==> src/logic/ibq_regs.vh <==
`ifndef IBQ_REGS_VH
`define IBQ_REGS_VH

`define IBQ_AW           17
`define IBQ_DW           32
`define IBQ_IDX_W        15
`define IBQ_SEL_W        3
`define IBQ_ADDR_SW_W    12
`define IBQ_VEC_SW_W     8
`define IBQ_VEC_W        9
`define IBQ_CAUSE_W      6

`define IBQ_IO_PAGE_TOP  3'h7
`define IBQ_ADDR_SW_DEF  12'h034
`define IBQ_VEC_SW_DEF   8'h11

`define IBQ_SEL_CSR      3'h0
`define IBQ_SEL_DATA     3'h1
`define IBQ_SEL_STATUS   3'h2
`define IBQ_SEL_ENABLE   3'h3
`define IBQ_SEL_CLEAR    3'h4
`define IBQ_SEL_VECTOR   3'h5
`define IBQ_SEL_LAST     3'h5

`define IBQ_CSR_HOLD_TX  0
`define IBQ_CSR_TALKER   1
`define IBQ_CSR_LISTENER 2
`define IBQ_CSR_RX_FULL  3
`define IBQ_CSR_SOLE     4
`define IBQ_CSR_IRQ      5

`define IBQ_C_ERR1       0
`define IBQ_C_ERR2       1
`define IBQ_C_SRQ        2
`define IBQ_C_CMD        3
`define IBQ_C_TKR        4
`define IBQ_C_LNR        5

`define IBQ_SLOT_ERR     2'h0
`define IBQ_SLOT_SRQ     2'h1
`define IBQ_SLOT_TALK    2'h2
`define IBQ_SLOT_LISTEN  2'h3

`define IBQ_SW_BASE_HI   4
`define IBQ_SW_BASE_LO   0
`define IBQ_SW_SOLE      7

`endif

==> src/logic/ibq_addr_decode.v <==
`include "ibq_regs.vh"
`default_nettype none

module ibq_addr_decode
(
   input  wire [`IBQ_AW-1:0]        paddr,
   input  wire [`IBQ_ADDR_SW_W-1:0] address_switch_bank,
   output reg                       hit,
   output reg  [`IBQ_SEL_W-1:0]     sel
);

   function [`IBQ_IDX_W-1:0] word_index;
      input [`IBQ_AW-1:0] a;
      begin
         word_index = a[`IBQ_AW-1:2];
      end
   endfunction

   wire [`IBQ_IDX_W-1:0] csr_index;
   reg  [`IBQ_IDX_W-1:0] rel;

   // only the csr index comes from switches; everything else is relative to it
   assign csr_index = {`IBQ_IO_PAGE_TOP, address_switch_bank};

   always @*
   begin
      rel = word_index(paddr) - csr_index;
      hit = (rel <= {{(`IBQ_IDX_W-`IBQ_SEL_W){1'b0}}, `IBQ_SEL_LAST});
      sel = rel[`IBQ_SEL_W-1:0];
   end

endmodule
`default_nettype wire

==> src/logic/ibq_prio.v <==
`include "ibq_regs.vh"
`default_nettype none

module ibq_prio
(
   input  wire [`IBQ_CAUSE_W-1:0] pend,
   input  wire [4:0]              base,
   output reg                     any,
   output reg  [1:0]              slot,
   output reg  [`IBQ_CAUSE_W-1:0] served,
   output wire [`IBQ_VEC_W-1:0]   vector
);

   // two causes share each of the error and talker slots
   always @*
   begin
      any    = |pend;
      slot   = `IBQ_SLOT_ERR;
      served = {`IBQ_CAUSE_W{1'b0}};
      if (pend[`IBQ_C_ERR1] | pend[`IBQ_C_ERR2])
      begin
         slot = `IBQ_SLOT_ERR;
         served[`IBQ_C_ERR1] = 1'b1;
         served[`IBQ_C_ERR2] = 1'b1;
      end
      else if (pend[`IBQ_C_SRQ])
      begin
         slot = `IBQ_SLOT_SRQ;
         served[`IBQ_C_SRQ] = 1'b1;
      end
      else if (pend[`IBQ_C_CMD] | pend[`IBQ_C_TKR])
      begin
         slot = `IBQ_SLOT_TALK;
         served[`IBQ_C_CMD] = 1'b1;
         served[`IBQ_C_TKR] = 1'b1;
      end
      else if (pend[`IBQ_C_LNR])
      begin
         slot = `IBQ_SLOT_LISTEN;
         served[`IBQ_C_LNR] = 1'b1;
      end
   end

   // bits 1:0 of a vector are always zero
   assign vector = {base, slot, 2'b00};

endmodule
`default_nettype wire

==> src/logic/ibq_irq_vectoring.v <==
`include "ibq_regs.vh"
`default_nettype none

module ibq_irq_vectoring
(
   input  wire                      pclk,
   input  wire                      presetn,
   input  wire                      psel,
   input  wire                      penable,
   input  wire                      pwrite,
   input  wire [`IBQ_AW-1:0]        paddr,
   input  wire [`IBQ_DW-1:0]        pwdata,
   output reg  [`IBQ_DW-1:0]        prdata,
   output wire                      pready,
   output wire                      pslverr,
   input  wire [`IBQ_ADDR_SW_W-1:0] address_switch_bank,
   input  wire [`IBQ_VEC_SW_W-1:0]  vector_switch_bank,
   input  wire                      error_source_one,
   input  wire                      error_source_two,
   input  wire                      service_request,
   input  wire                      command_event,
   input  wire                      talker_active,
   input  wire                      listener_active,
   input  wire                      tx_ready,
   input  wire                      rx_valid,
   input  wire [7:0]                rx_byte,
   output reg                       tx_valid,
   output reg  [7:0]                tx_byte,
   output wire                      ppoll_drive,
   input  wire                      iack,
   output reg                       vector_valid,
   output reg  [`IBQ_VEC_W-1:0]     vector_out,
   output wire                      irq
);

   wire                     hit;
   wire [`IBQ_SEL_W-1:0]    sel;
   wire                     any_pend;
   wire [1:0]               slot;
   wire [`IBQ_CAUSE_W-1:0]  served;
   wire [`IBQ_VEC_W-1:0]    next_vector;
   wire [`IBQ_CAUSE_W-1:0]  pend;
   wire [`IBQ_CAUSE_W-1:0]  events;
   wire [4:0]               base;
   wire                     sole_controller;
   wire                     setup;
   wire                     access_wr;
   wire                     access_rd;
   wire                     talk_ready;

   reg                      err_q;
   reg  [`IBQ_SEL_W-1:0]    sel_q;
   reg                      hold_tx;
   reg                      rx_full;
   reg  [7:0]               rx_hold;
   reg  [`IBQ_CAUSE_W-1:0]  status;
   reg  [`IBQ_CAUSE_W-1:0]  enable;
   reg  [`IBQ_CAUSE_W-1:0]  next_status;
   reg  [`IBQ_DW-1:0]       next_prdata;
   reg                      talk_ready_q;
   reg                      srq_q;
   reg  [`IBQ_VEC_W-1:0]    last_vector;

   // word index decode; unmapped words answer with an error
   ibq_addr_decode u_decode
   (
      .paddr               (paddr),
      .address_switch_bank (address_switch_bank),
      .hit                 (hit),
      .sel                 (sel)
   );

   // switches 5 and 6 are deliberately left unread
   assign base            = vector_switch_bank[`IBQ_SW_BASE_HI:`IBQ_SW_BASE_LO];
   assign sole_controller = ~vector_switch_bank[`IBQ_SW_SOLE];

   // sole controller: never answers a parallel poll set up by anyone else
   assign ppoll_drive = 1'b0;

   assign setup     = psel & ~penable;
   assign access_wr = psel & penable & pwrite & ~err_q;
   assign access_rd = psel & penable & ~pwrite & ~err_q;

   // zero wait states: read data is caught in the setup cycle
   assign pready  = 1'b1;
   assign pslverr = psel & penable & err_q;

   assign talk_ready = talker_active & tx_ready;

   // event sources; service request and talker-ready are edge-detected so a clear sticks, the others set status while high
   assign events[`IBQ_C_ERR1] = error_source_one & sole_controller;
   assign events[`IBQ_C_ERR2] = error_source_two;
   assign events[`IBQ_C_SRQ]  = service_request & ~srq_q;
   assign events[`IBQ_C_CMD]  = command_event;
   assign events[`IBQ_C_TKR]  = talk_ready & ~talk_ready_q;
   assign events[`IBQ_C_LNR]  = rx_valid & listener_active;

   assign pend = status & enable;
   assign irq  = |pend;

   ibq_prio u_prio
   (
      .pend   (pend),
      .base   (base),
      .any    (any_pend),
      .slot   (slot),
      .served (served),
      .vector (next_vector)
   );

   // set wins over both the software clear and the acknowledge clear
   always @*
   begin
      next_status = status;
      if (access_wr && sel_q == `IBQ_SEL_CLEAR)
      begin
         next_status = next_status & ~pwdata[`IBQ_CAUSE_W-1:0];
      end
      if (iack && any_pend)
      begin
         next_status = next_status & ~served;
      end
      next_status = next_status | events;
   end

   always @*
   begin
      next_prdata = {`IBQ_DW{1'b0}};
      case (sel)
         `IBQ_SEL_CSR:
         begin
            next_prdata[`IBQ_CSR_HOLD_TX]  = hold_tx;
            next_prdata[`IBQ_CSR_TALKER]   = talker_active;
            next_prdata[`IBQ_CSR_LISTENER] = listener_active;
            next_prdata[`IBQ_CSR_RX_FULL]  = rx_full;
            next_prdata[`IBQ_CSR_SOLE]     = sole_controller;
            next_prdata[`IBQ_CSR_IRQ]      = irq;
         end
         `IBQ_SEL_DATA:
         begin
            next_prdata[7:0] = rx_hold;
         end
         `IBQ_SEL_STATUS:
         begin
            next_prdata[`IBQ_CAUSE_W-1:0] = status;
         end
         `IBQ_SEL_ENABLE:
         begin
            next_prdata[`IBQ_CAUSE_W-1:0] = enable;
         end
         `IBQ_SEL_VECTOR:
         begin
            next_prdata[`IBQ_VEC_W-1:0] = last_vector;
         end
         default:
         begin
            next_prdata = {`IBQ_DW{1'b0}};
         end
      endcase
   end

   // bus side: decode and read data latched in setup
   always @(posedge pclk or negedge presetn)
   begin
      if (!presetn)
      begin
         err_q  <= 1'b0;
         sel_q  <= `IBQ_SEL_CSR;
         prdata <= {`IBQ_DW{1'b0}};
      end
      else if (setup)
      begin
         err_q  <= ~hit;
         sel_q  <= sel;
         prdata <= hit ? next_prdata : {`IBQ_DW{1'b0}};
      end
   end

   // control registers
   always @(posedge pclk or negedge presetn)
   begin
      if (!presetn)
      begin
         hold_tx <= 1'b0;
         enable  <= {`IBQ_CAUSE_W{1'b0}};
      end
      else if (access_wr)
      begin
         if (sel_q == `IBQ_SEL_CSR)
         begin
            hold_tx <= pwdata[`IBQ_CSR_HOLD_TX];
         end
         if (sel_q == `IBQ_SEL_ENABLE)
         begin
            enable <= pwdata[`IBQ_CAUSE_W-1:0];
         end
      end
   end

   // outgoing byte: only the low byte is used, and only while talker
   always @(posedge pclk or negedge presetn)
   begin
      if (!presetn)
      begin
         tx_valid <= 1'b0;
         tx_byte  <= 8'h00;
      end
      else
      begin
         tx_valid <= 1'b0;
         if (access_wr && sel_q == `IBQ_SEL_DATA && talker_active)
         begin
            tx_byte  <= pwdata[7:0];
            tx_valid <= ~hold_tx;
         end
      end
   end

   // incoming byte: a new byte overwrites an unread one, newest wins
   always @(posedge pclk or negedge presetn)
   begin
      if (!presetn)
      begin
         rx_full <= 1'b0;
         rx_hold <= 8'h00;
      end
      else if (rx_valid && listener_active)
      begin
         rx_full <= 1'b1;
         rx_hold <= rx_byte;
      end
      else if (access_rd && sel_q == `IBQ_SEL_DATA)
      begin
         rx_full <= 1'b0;
      end
   end

   // sticky causes and edge history
   always @(posedge pclk or negedge presetn)
   begin
      if (!presetn)
      begin
         status       <= {`IBQ_CAUSE_W{1'b0}};
         talk_ready_q <= 1'b0;
         srq_q        <= 1'b0;
      end
      else
      begin
         status       <= next_status;
         talk_ready_q <= talk_ready;
         srq_q        <= service_request;
      end
   end

   // acknowledge: present the winner for one cycle, keep it readable
   always @(posedge pclk or negedge presetn)
   begin
      if (!presetn)
      begin
         vector_valid <= 1'b0;
         vector_out   <= {`IBQ_VEC_W{1'b0}};
         last_vector  <= {`IBQ_VEC_W{1'b0}};
      end
      else
      begin
         vector_valid <= iack & any_pend;
         if (iack && any_pend)
         begin
            vector_out  <= next_vector;
            last_vector <= next_vector;
         end
      end
   end

endmodule
`default_nettype wire

==> config.mk <==
export PLATFORM = sky130hd
export DESIGN_NAME = ibq_irq_vectoring
export DESIGN_NICKNAME = d
export VERILOG_FILES = /design/src/logic/ibq_addr_decode.v /design/src/logic/ibq_prio.v /design/src/logic/ibq_irq_vectoring.v
export VERILOG_INCLUDE_DIRS = /design/src /design/src/logic
export SDC_FILE = /design/constraint.sdc
export NUM_CORES = 1
export LEC_CHECK = 0
export ABC_AREA = 1
export BUFFER_PORTS_ARGS = -buffer_cell sky130_fd_sc_hd__buf_2
export CORE_MARGIN = 2
export CORE_UTILIZATION = 40
export CTS_CLUSTER_SIZE = 30
export DETAILED_ROUTE_END_ITERATION = 16
export HOLD_SLACK_MARGIN = 0.02
export PLACE_DENSITY = 0.71
export SLEW_MARGIN = 10
export SYNTH_ARGS = -nofsm -noshare
export SYNTH_HDL_FRONTEND = slang
export SYNTH_SLANG_ARGS = --single-unit
==> constraint.sdc <==
create_clock -name pclk -period 1.3 [get_ports pclk]
set_input_delay 0.195 -clock pclk [delete_from_list [all_inputs] [get_ports pclk]]
set_output_delay 0.195 -clock pclk [all_outputs]
set_load 0.005 [all_outputs]
==> run metrics, run 1 <==
drt wl/cell=12.7 um; CTS H-tree depth=2; Antenna Cells=0; Yosys cell types=29; Synth Register Bits=54; design area=5220 um^2; Die Ht=98.9 um; DRC Markers=0; gr usage total=19.9%; post-route clock period utilization=134%; total power divided by cell area=1200 nW/um^2; status=finished with violations; failing checks=setup timing; number of fill cells in the layout=780; post-synth top area share=37.5%; hold_ws=0.0825 ns; RD Place Congestion=0.903; detailed placement HPWL=7510 um; Clock Pin Slew Worst Setup and Hold Paths=0.10 ns; HP Class=in2reg; GRT met3 Usage=3.26%; clock sinks=54; drt initial violations=143; Rows=34; critical path endpoint category=flip-flop; starting density of the core=41.3%; area of the core=8720 um^2; fin worst setup slack=-0.443 ns; vias per inst=4.81; share of cells above drive strength 1=39.6%; Required @ worst endpoint=1.52 ns; Syn. warnings=0; worst skew pair latency=0.32 ns; Area contributors post-synth=dfrtp_1 (38%), nand2_1 (16%), inv_1 (9.2%); Tmin final=1.74 ns; most common cell after layout, fill and taps aside=nand2_1; footprint of the multi-input gates=2150 um^2; most frequent cells in the layout=nand2_1 (129), buf_2 (87), inv_1 (75); Worst IR Drop VDD=0.845 mV; RSZ-0062 raised after global routing=true; Max clock buf depth=2; Final setup viols=18; Top Ports=146; Remaining Overflow, GRT=0; WS Path Type=in2reg; NumNets Final=785; critical path arrival=1.96 ns; Final ANT Viol Nets=0; Fin. Hold Viols=0; initial antenna violation count=0; Achievable Freq=574 MHz; area leader, netlist=dfrtp_1; Tot Pwr=6260 uW; Register Area=1350 um^2; DP Worst Slack=-0.814 ns; Routed WL=10100 um; first-pass GRT wire length=16100 um; port bufs=90; Inserted Clock Buffers=5; GR peak layer=met2; largest net degree at the start of global routing=55; Lkg Pwr=0.00295 uW; max cap viols=0; Max Slew Vio Count=0; placed inst area=4530 um^2; met2 GRT Util=36.5%; clock root buffer=clkbuf_8; DR pass1 iterations=4; vias=3798; area delta synth->final=45.0%; worst-path maximum fanout=7; CTS tree=done; Seq/Total Area, Yosys=37.5%; Synth Instances=514; die area=9780 um^2; final core occ=59.9%; Mapped Area=3600 um^2; Setup Skew=0.0155 ns; Die W=98.9 um; vias in the first global route=3707; GR Util met1=23.6%; average size of a mapped cell=7.01 um^2; Worst setup SP type=input port
registers in the layout, indices dropped and copies added, names as in the netlist:
name	flops
hold_tx	1
prdata	9
talk_ready_q	1
vector_valid	1
vector_out	7
tx_byte	8
rx_hold	8
err_q	1
status	6
sel_q	3
tx_valid	1
srq_q	1
enable	6
rx_full	1
where the power goes:
part | switching, uW | leakage, uW | total [uW] | internal, uW
logic | 1520 | 0.00222 | 2930 | 1410
clock network | 565 | 0.0000514 | 1140 | 576
registers | 205 | 0.000676 | 2190 | 1980
cell families after synthesis:
family,Yosys count,share of synthesized area (%)
AO/OA/AOI/OAI,61,9.03
XOR/XNOR,1,0.452
adder cells (fa/ha/maj),13,4.73
buffers and inverters,126,15.9
flip-flops,54,37.5
multiplexers,9,2.81
other,2,0.209
AND/OR/NAND/NOR,248,29.3
cells in the mapped netlist:
| cell | instances |
|---|---|
| clkbuf_1 | 4 |
| ha_1 | 12 |
| nand3_1 | 32 |
| nor4_1 | 1 |
| o21a_1 | 1 |
| o21ai_1 | 6 |
| xnor2_2 | 1 |
| fa_1 | 1 |
| nand2_2 | 3 |
| nor2_4 | 1 |
| nand3b_1 | 3 |
| inv_2 | 5 |
| buf_4 | 27 |
| a21oi_1 | 13 |
| dfrtp_1 | 54 |
| nand4_1 | 10 |
| o21bai_1 | 2 |
| inv_1 | 88 |
| o21ai_0 | 29 |
| nor2_1 | 35 |
| and2_1 | 1 |
| conb_1 | 2 |
| nor3_1 | 7 |
| nor2_8 | 1 |
| nor2_2 | 1 |
| mux2_2 | 9 |
| clkinv_1 | 2 |
| nand2_1 | 153 |
| o22ai_1 | 10 |
through the flow:
step	TNS, ns	instances
global placement	-8.81	762
global route	-6.14	790
CTS	-3.63	785
detailed placement	-9.36	762
finish	-3.70	790
floorplan	-5.07	539
worst max-delay path, stage by stage:
cell     delay (ns)
buf_8          0.08
inv_8          0.03
ha_4           0.15
fa_2           0.39
xnor2_4        0.26
inv_4          0.09
nand2_2        0.12
inv_4          0.06
nand2_1        0.07
o21ai_1        0.06
nor3_1         0.20
nor2_1         0.11
nand3_2        0.08
nand2_1        0.05
layer usage:
metal	vias up	part of all wire, %
li1	1891	-
met1	1769	41
met2	107	52
met3	31	4.2
met4	0	3.1
met5	-	0
layout make-up:
cell class / count / area share (%)
timing repair inverter: 1 / 0.312
sequential: 54 / 25.9
multi-input combinational: 361 / 41.2
tap: 108 / 2.59
timing repair buffer: 163 / 20.6
clock inverter: 2 / 0.719
inverter: 95 / 7.31
clock buffer: 6 / 1.39
what timing repair did:
item                       in CTS  in global routing
hold buffers                    2                  0
cloned                          3                  0
gates resized for setup        57                 66
hold endpoints to repair       55                  0
setup endpoints to repair      28                 33
buffers inserted               15                  5
pin swaps                      26                 18
worst paths after layout:
check | start | to | slack, ns | cells past startpoint
setup / recovery | paddr[2] | prdata[4] | -0.44 | 14
hold / removal | vector_switch_bank[2] | vector_out[6] | 0.08 | 3
setup reg to reg | enable[0] | prdata[5] | -0.21 | 10
hold reg to reg | talk_ready_q | status[4] | 0.45 | 1
max in group asynchronous | presetn | rx_hold[5] | 0.67 | 3
min in group asynchronous | presetn | status[5] | 0.39 | 3
Note: power is estimated with default switching activity, not from simulation.
==> run 2: changes to the inputs <==
Settings changed: REMOVE_ABC_BUFFERS set to 1.
==> run metrics, run 2 (same netlist as run 1, synthesis figures left out) <==
status=finished with violations; failing checks=setup timing; largest net degree at the start of global routing=55 (unchanged); Required @ worst endpoint=1.55 ns (+0.03 ns); slowest stage delay, CP=0.39 ns (about the same); CTS H-tree depth=2 (unchanged); worst hold start=command_event; footprint of the multi-input gates=2090 um^2 (-2.6%); critical path arrival=2.00 ns (+0.04 ns); gr usage total=20.9% (+0.95 points); final core occ=59.1% (-0.76 points); Routed WL=10200 um (+1.5%); Clock Pin Slew Worst Setup and Hold Paths=0.10 ns (about the same); Final Non-Filler Cells=794 (+0.51%); WS Path Type=in2reg; Top Registers=prdata (9), rx_hold (8), tx_byte (8); Remaining Overflow, GRT=0 (unchanged); Lkg Pwr=0.00292 uW (-0.86%); share of cells above drive strength 1=39.2% (-0.38 points); starting density of the core=41.3% (unchanged); vias per inst=4.80 (-0.19%); NumNets Final=789 (+0.51%); switching portion of total power=36.6% (about the same); area delta synth->final=43.1%; total power divided by cell area=1170 nW/um^2 (-2.2%); CTS tree=done; sequential share of power=36.5% (+1.5 points); Setup Skew=0.0121 ns (-0.00341 ns); clock sinks=54 (unchanged); max FFs per register=9 (unchanged); Worst IR Drop VDD=1.05 mV (+24%); cell count after placement=761 (-0.13%); worst-path maximum fanout=5 (-2); fin worst setup slack=-0.451 ns (-0.00787 ns); critical path endpoint category=flip-flop; vias in the first global route=3788 (+2.2%); RSZ-0062 raised after global routing=true; reg2reg start=status[0]; number of fill cells in the layout=816 (+4.6%); Clock Power Share=18.8% (+0.6 points); Rows=34 (unchanged); first-pass GRT wire length=16900 um (+4.8%); max cap viols=0 (unchanged); Max Slew Vio Count=0 (unchanged); RD Place Congestion=0.818 (-9.4%); Internal=3830 uW (-3.5%); Antenna Cells=0 (unchanged); Tmin final=1.75 ns (+0.00787 ns); Inserted Clock Buffers=5 (unchanged); drt wl/cell=12.9 um (+0.97%); Die W=98.9 um (unchanged); most frequent cells in the layout=nand2_1 (130), buf_2 (88), inv_1 (74); clock root buffer=clkbuf_8; Worst setup SP type=input port; Worst path most repeated cell=nand2_2; DR pass1 iterations=4 (unchanged); Fin. Hold Viols=0 (unchanged); Tot Pwr=6040 uW (-3.5%); most common cell after layout, fill and taps aside=nand2_1; DRC Markers=0 (unchanged); initial antenna violation count=0 (unchanged); Final setup viols=28 (+10); Register Area=1350 um^2 (unchanged); Die Ht=98.9 um (unchanged); CP max-delay cell=fa_2; CP cell instances=buf_6, inv_4, ha_4, fa_2, inv_2, nand2_2, nand2_2, nand2_2, inv_2, nand2_1, nand3_1, nand2_1, nor2_2, nand2_2, nor2_4, nand3_1, nand2_1; post-route clock period utilization=135% (+0.61 points); area of the core=8720 um^2 (unchanged); Top Ports=146 (unchanged); worst skew pair latency=0.31 ns (about the same); port bufs=90 (unchanged); crit path from=paddr[2]; Comb pwr share=44.7% (-2.1 points); vias=3810 (+0.32%); HP Class=in2reg; drt initial violations=124 (-13%); Final ANT Viol Nets=0 (unchanged); detailed placement HPWL=7620 um (+1.6%); Max clock buf depth=2 (unchanged); Psw=2210 uW (-3.5%); Largest Register=prdata; Achievable Freq=571 MHz (-0.45%); die area=9780 um^2 (unchanged)
-- run 2: changes by cell type in the layout (fill, tap and decap cells not counted), sizes merged --
cell   previous run  this run
nor2             40        39
nand2           156       157
buf             161       165
-- run 2: path summary, 6_finish.rpt --
path                                   to  slack [ns]  cells after the start
worst min-delay path            status[3]        0.08                      2
worst max register to register  prdata[5]       -0.12                      9
worst min register to register  status[2]        0.44                      1
max in group asynchronous        sel_q[0]        0.62                      3
min in group asynchronous       prdata[3]        0.42                      3
worst max-delay path            prdata[0]       -0.45                     17
-- run 2: timing repair --
item | 4_1_cts | 5_1_grt
endpoints found under the hold margin | 55 | 0
buffers inserted | 11 | 9
cloned | 3 | 0
pin swaps | 20 | 22
hold buffers | 2 | 0
setup endpoints to repair | 34 | 39
gates resized for setup | 52 | 70
-- run 2: power by group through the flow --
stage | clock network (uW) | registers [uW] | logic (uW)
after global routing | 1220 | 2250 | 2970
after global placement | 0 | 2190 | 1950
after detailed placement | 0 | 2200 | 2010
after CTS | 1140 | 2180 | 2300
final | 1140 | 2210 | 2700
after floorplan | 0 | 2170 | 1010
-- run 2: layout make-up --
cell class / count / area share, %
clock inverter: 2 / 0.728
inverter: 95 / 7.11
timing repair buffer: 167 / 21.1
multi-input combinational: 361 / 40.6
timing repair inverter: 1 / 0.170
tap: 108 / 2.62
clock buffer: 6 / 1.41
sequential: 54 / 26.2
-- run 2: per-stage QoR --
step	TNS [ns]	area [um^2]	setup WS, ns	hold slack, ns
after floorplan	-6.47	3480	-0.665	-0.101
after global placement	-9.95	4490	-0.990	0.209
after detailed placement	-11.38	4490	-1.01	0.219
after CTS	-4.62	4860	-0.486	0.0730
after global routing	-7.38	5150	-0.583	0.0818
final	-5.06	5150	-0.451	0.0831
-- run 2: layer usage --
layer / up-vias / part of all wire, % / global-route usage [%]
met5: - / 0 / 0
met4: 0 / 1.7 / 4.85
met3: 19 / 4.2 / 2.62
met2: 109 / 50 / 38.5
met1: 1779 / 44 / 25.8
li1: 1903 / - / -
-- run 2: critical path: cells and delay by family --
| family | cells | cell delay (ns) |
|---|---|---|
| AND/OR/NAND/NOR | 11 | 1.03 |
| adder cells (fa/ha/maj) | 2 | 0.54 |
| buffers and inverters | 4 | 0.26 |
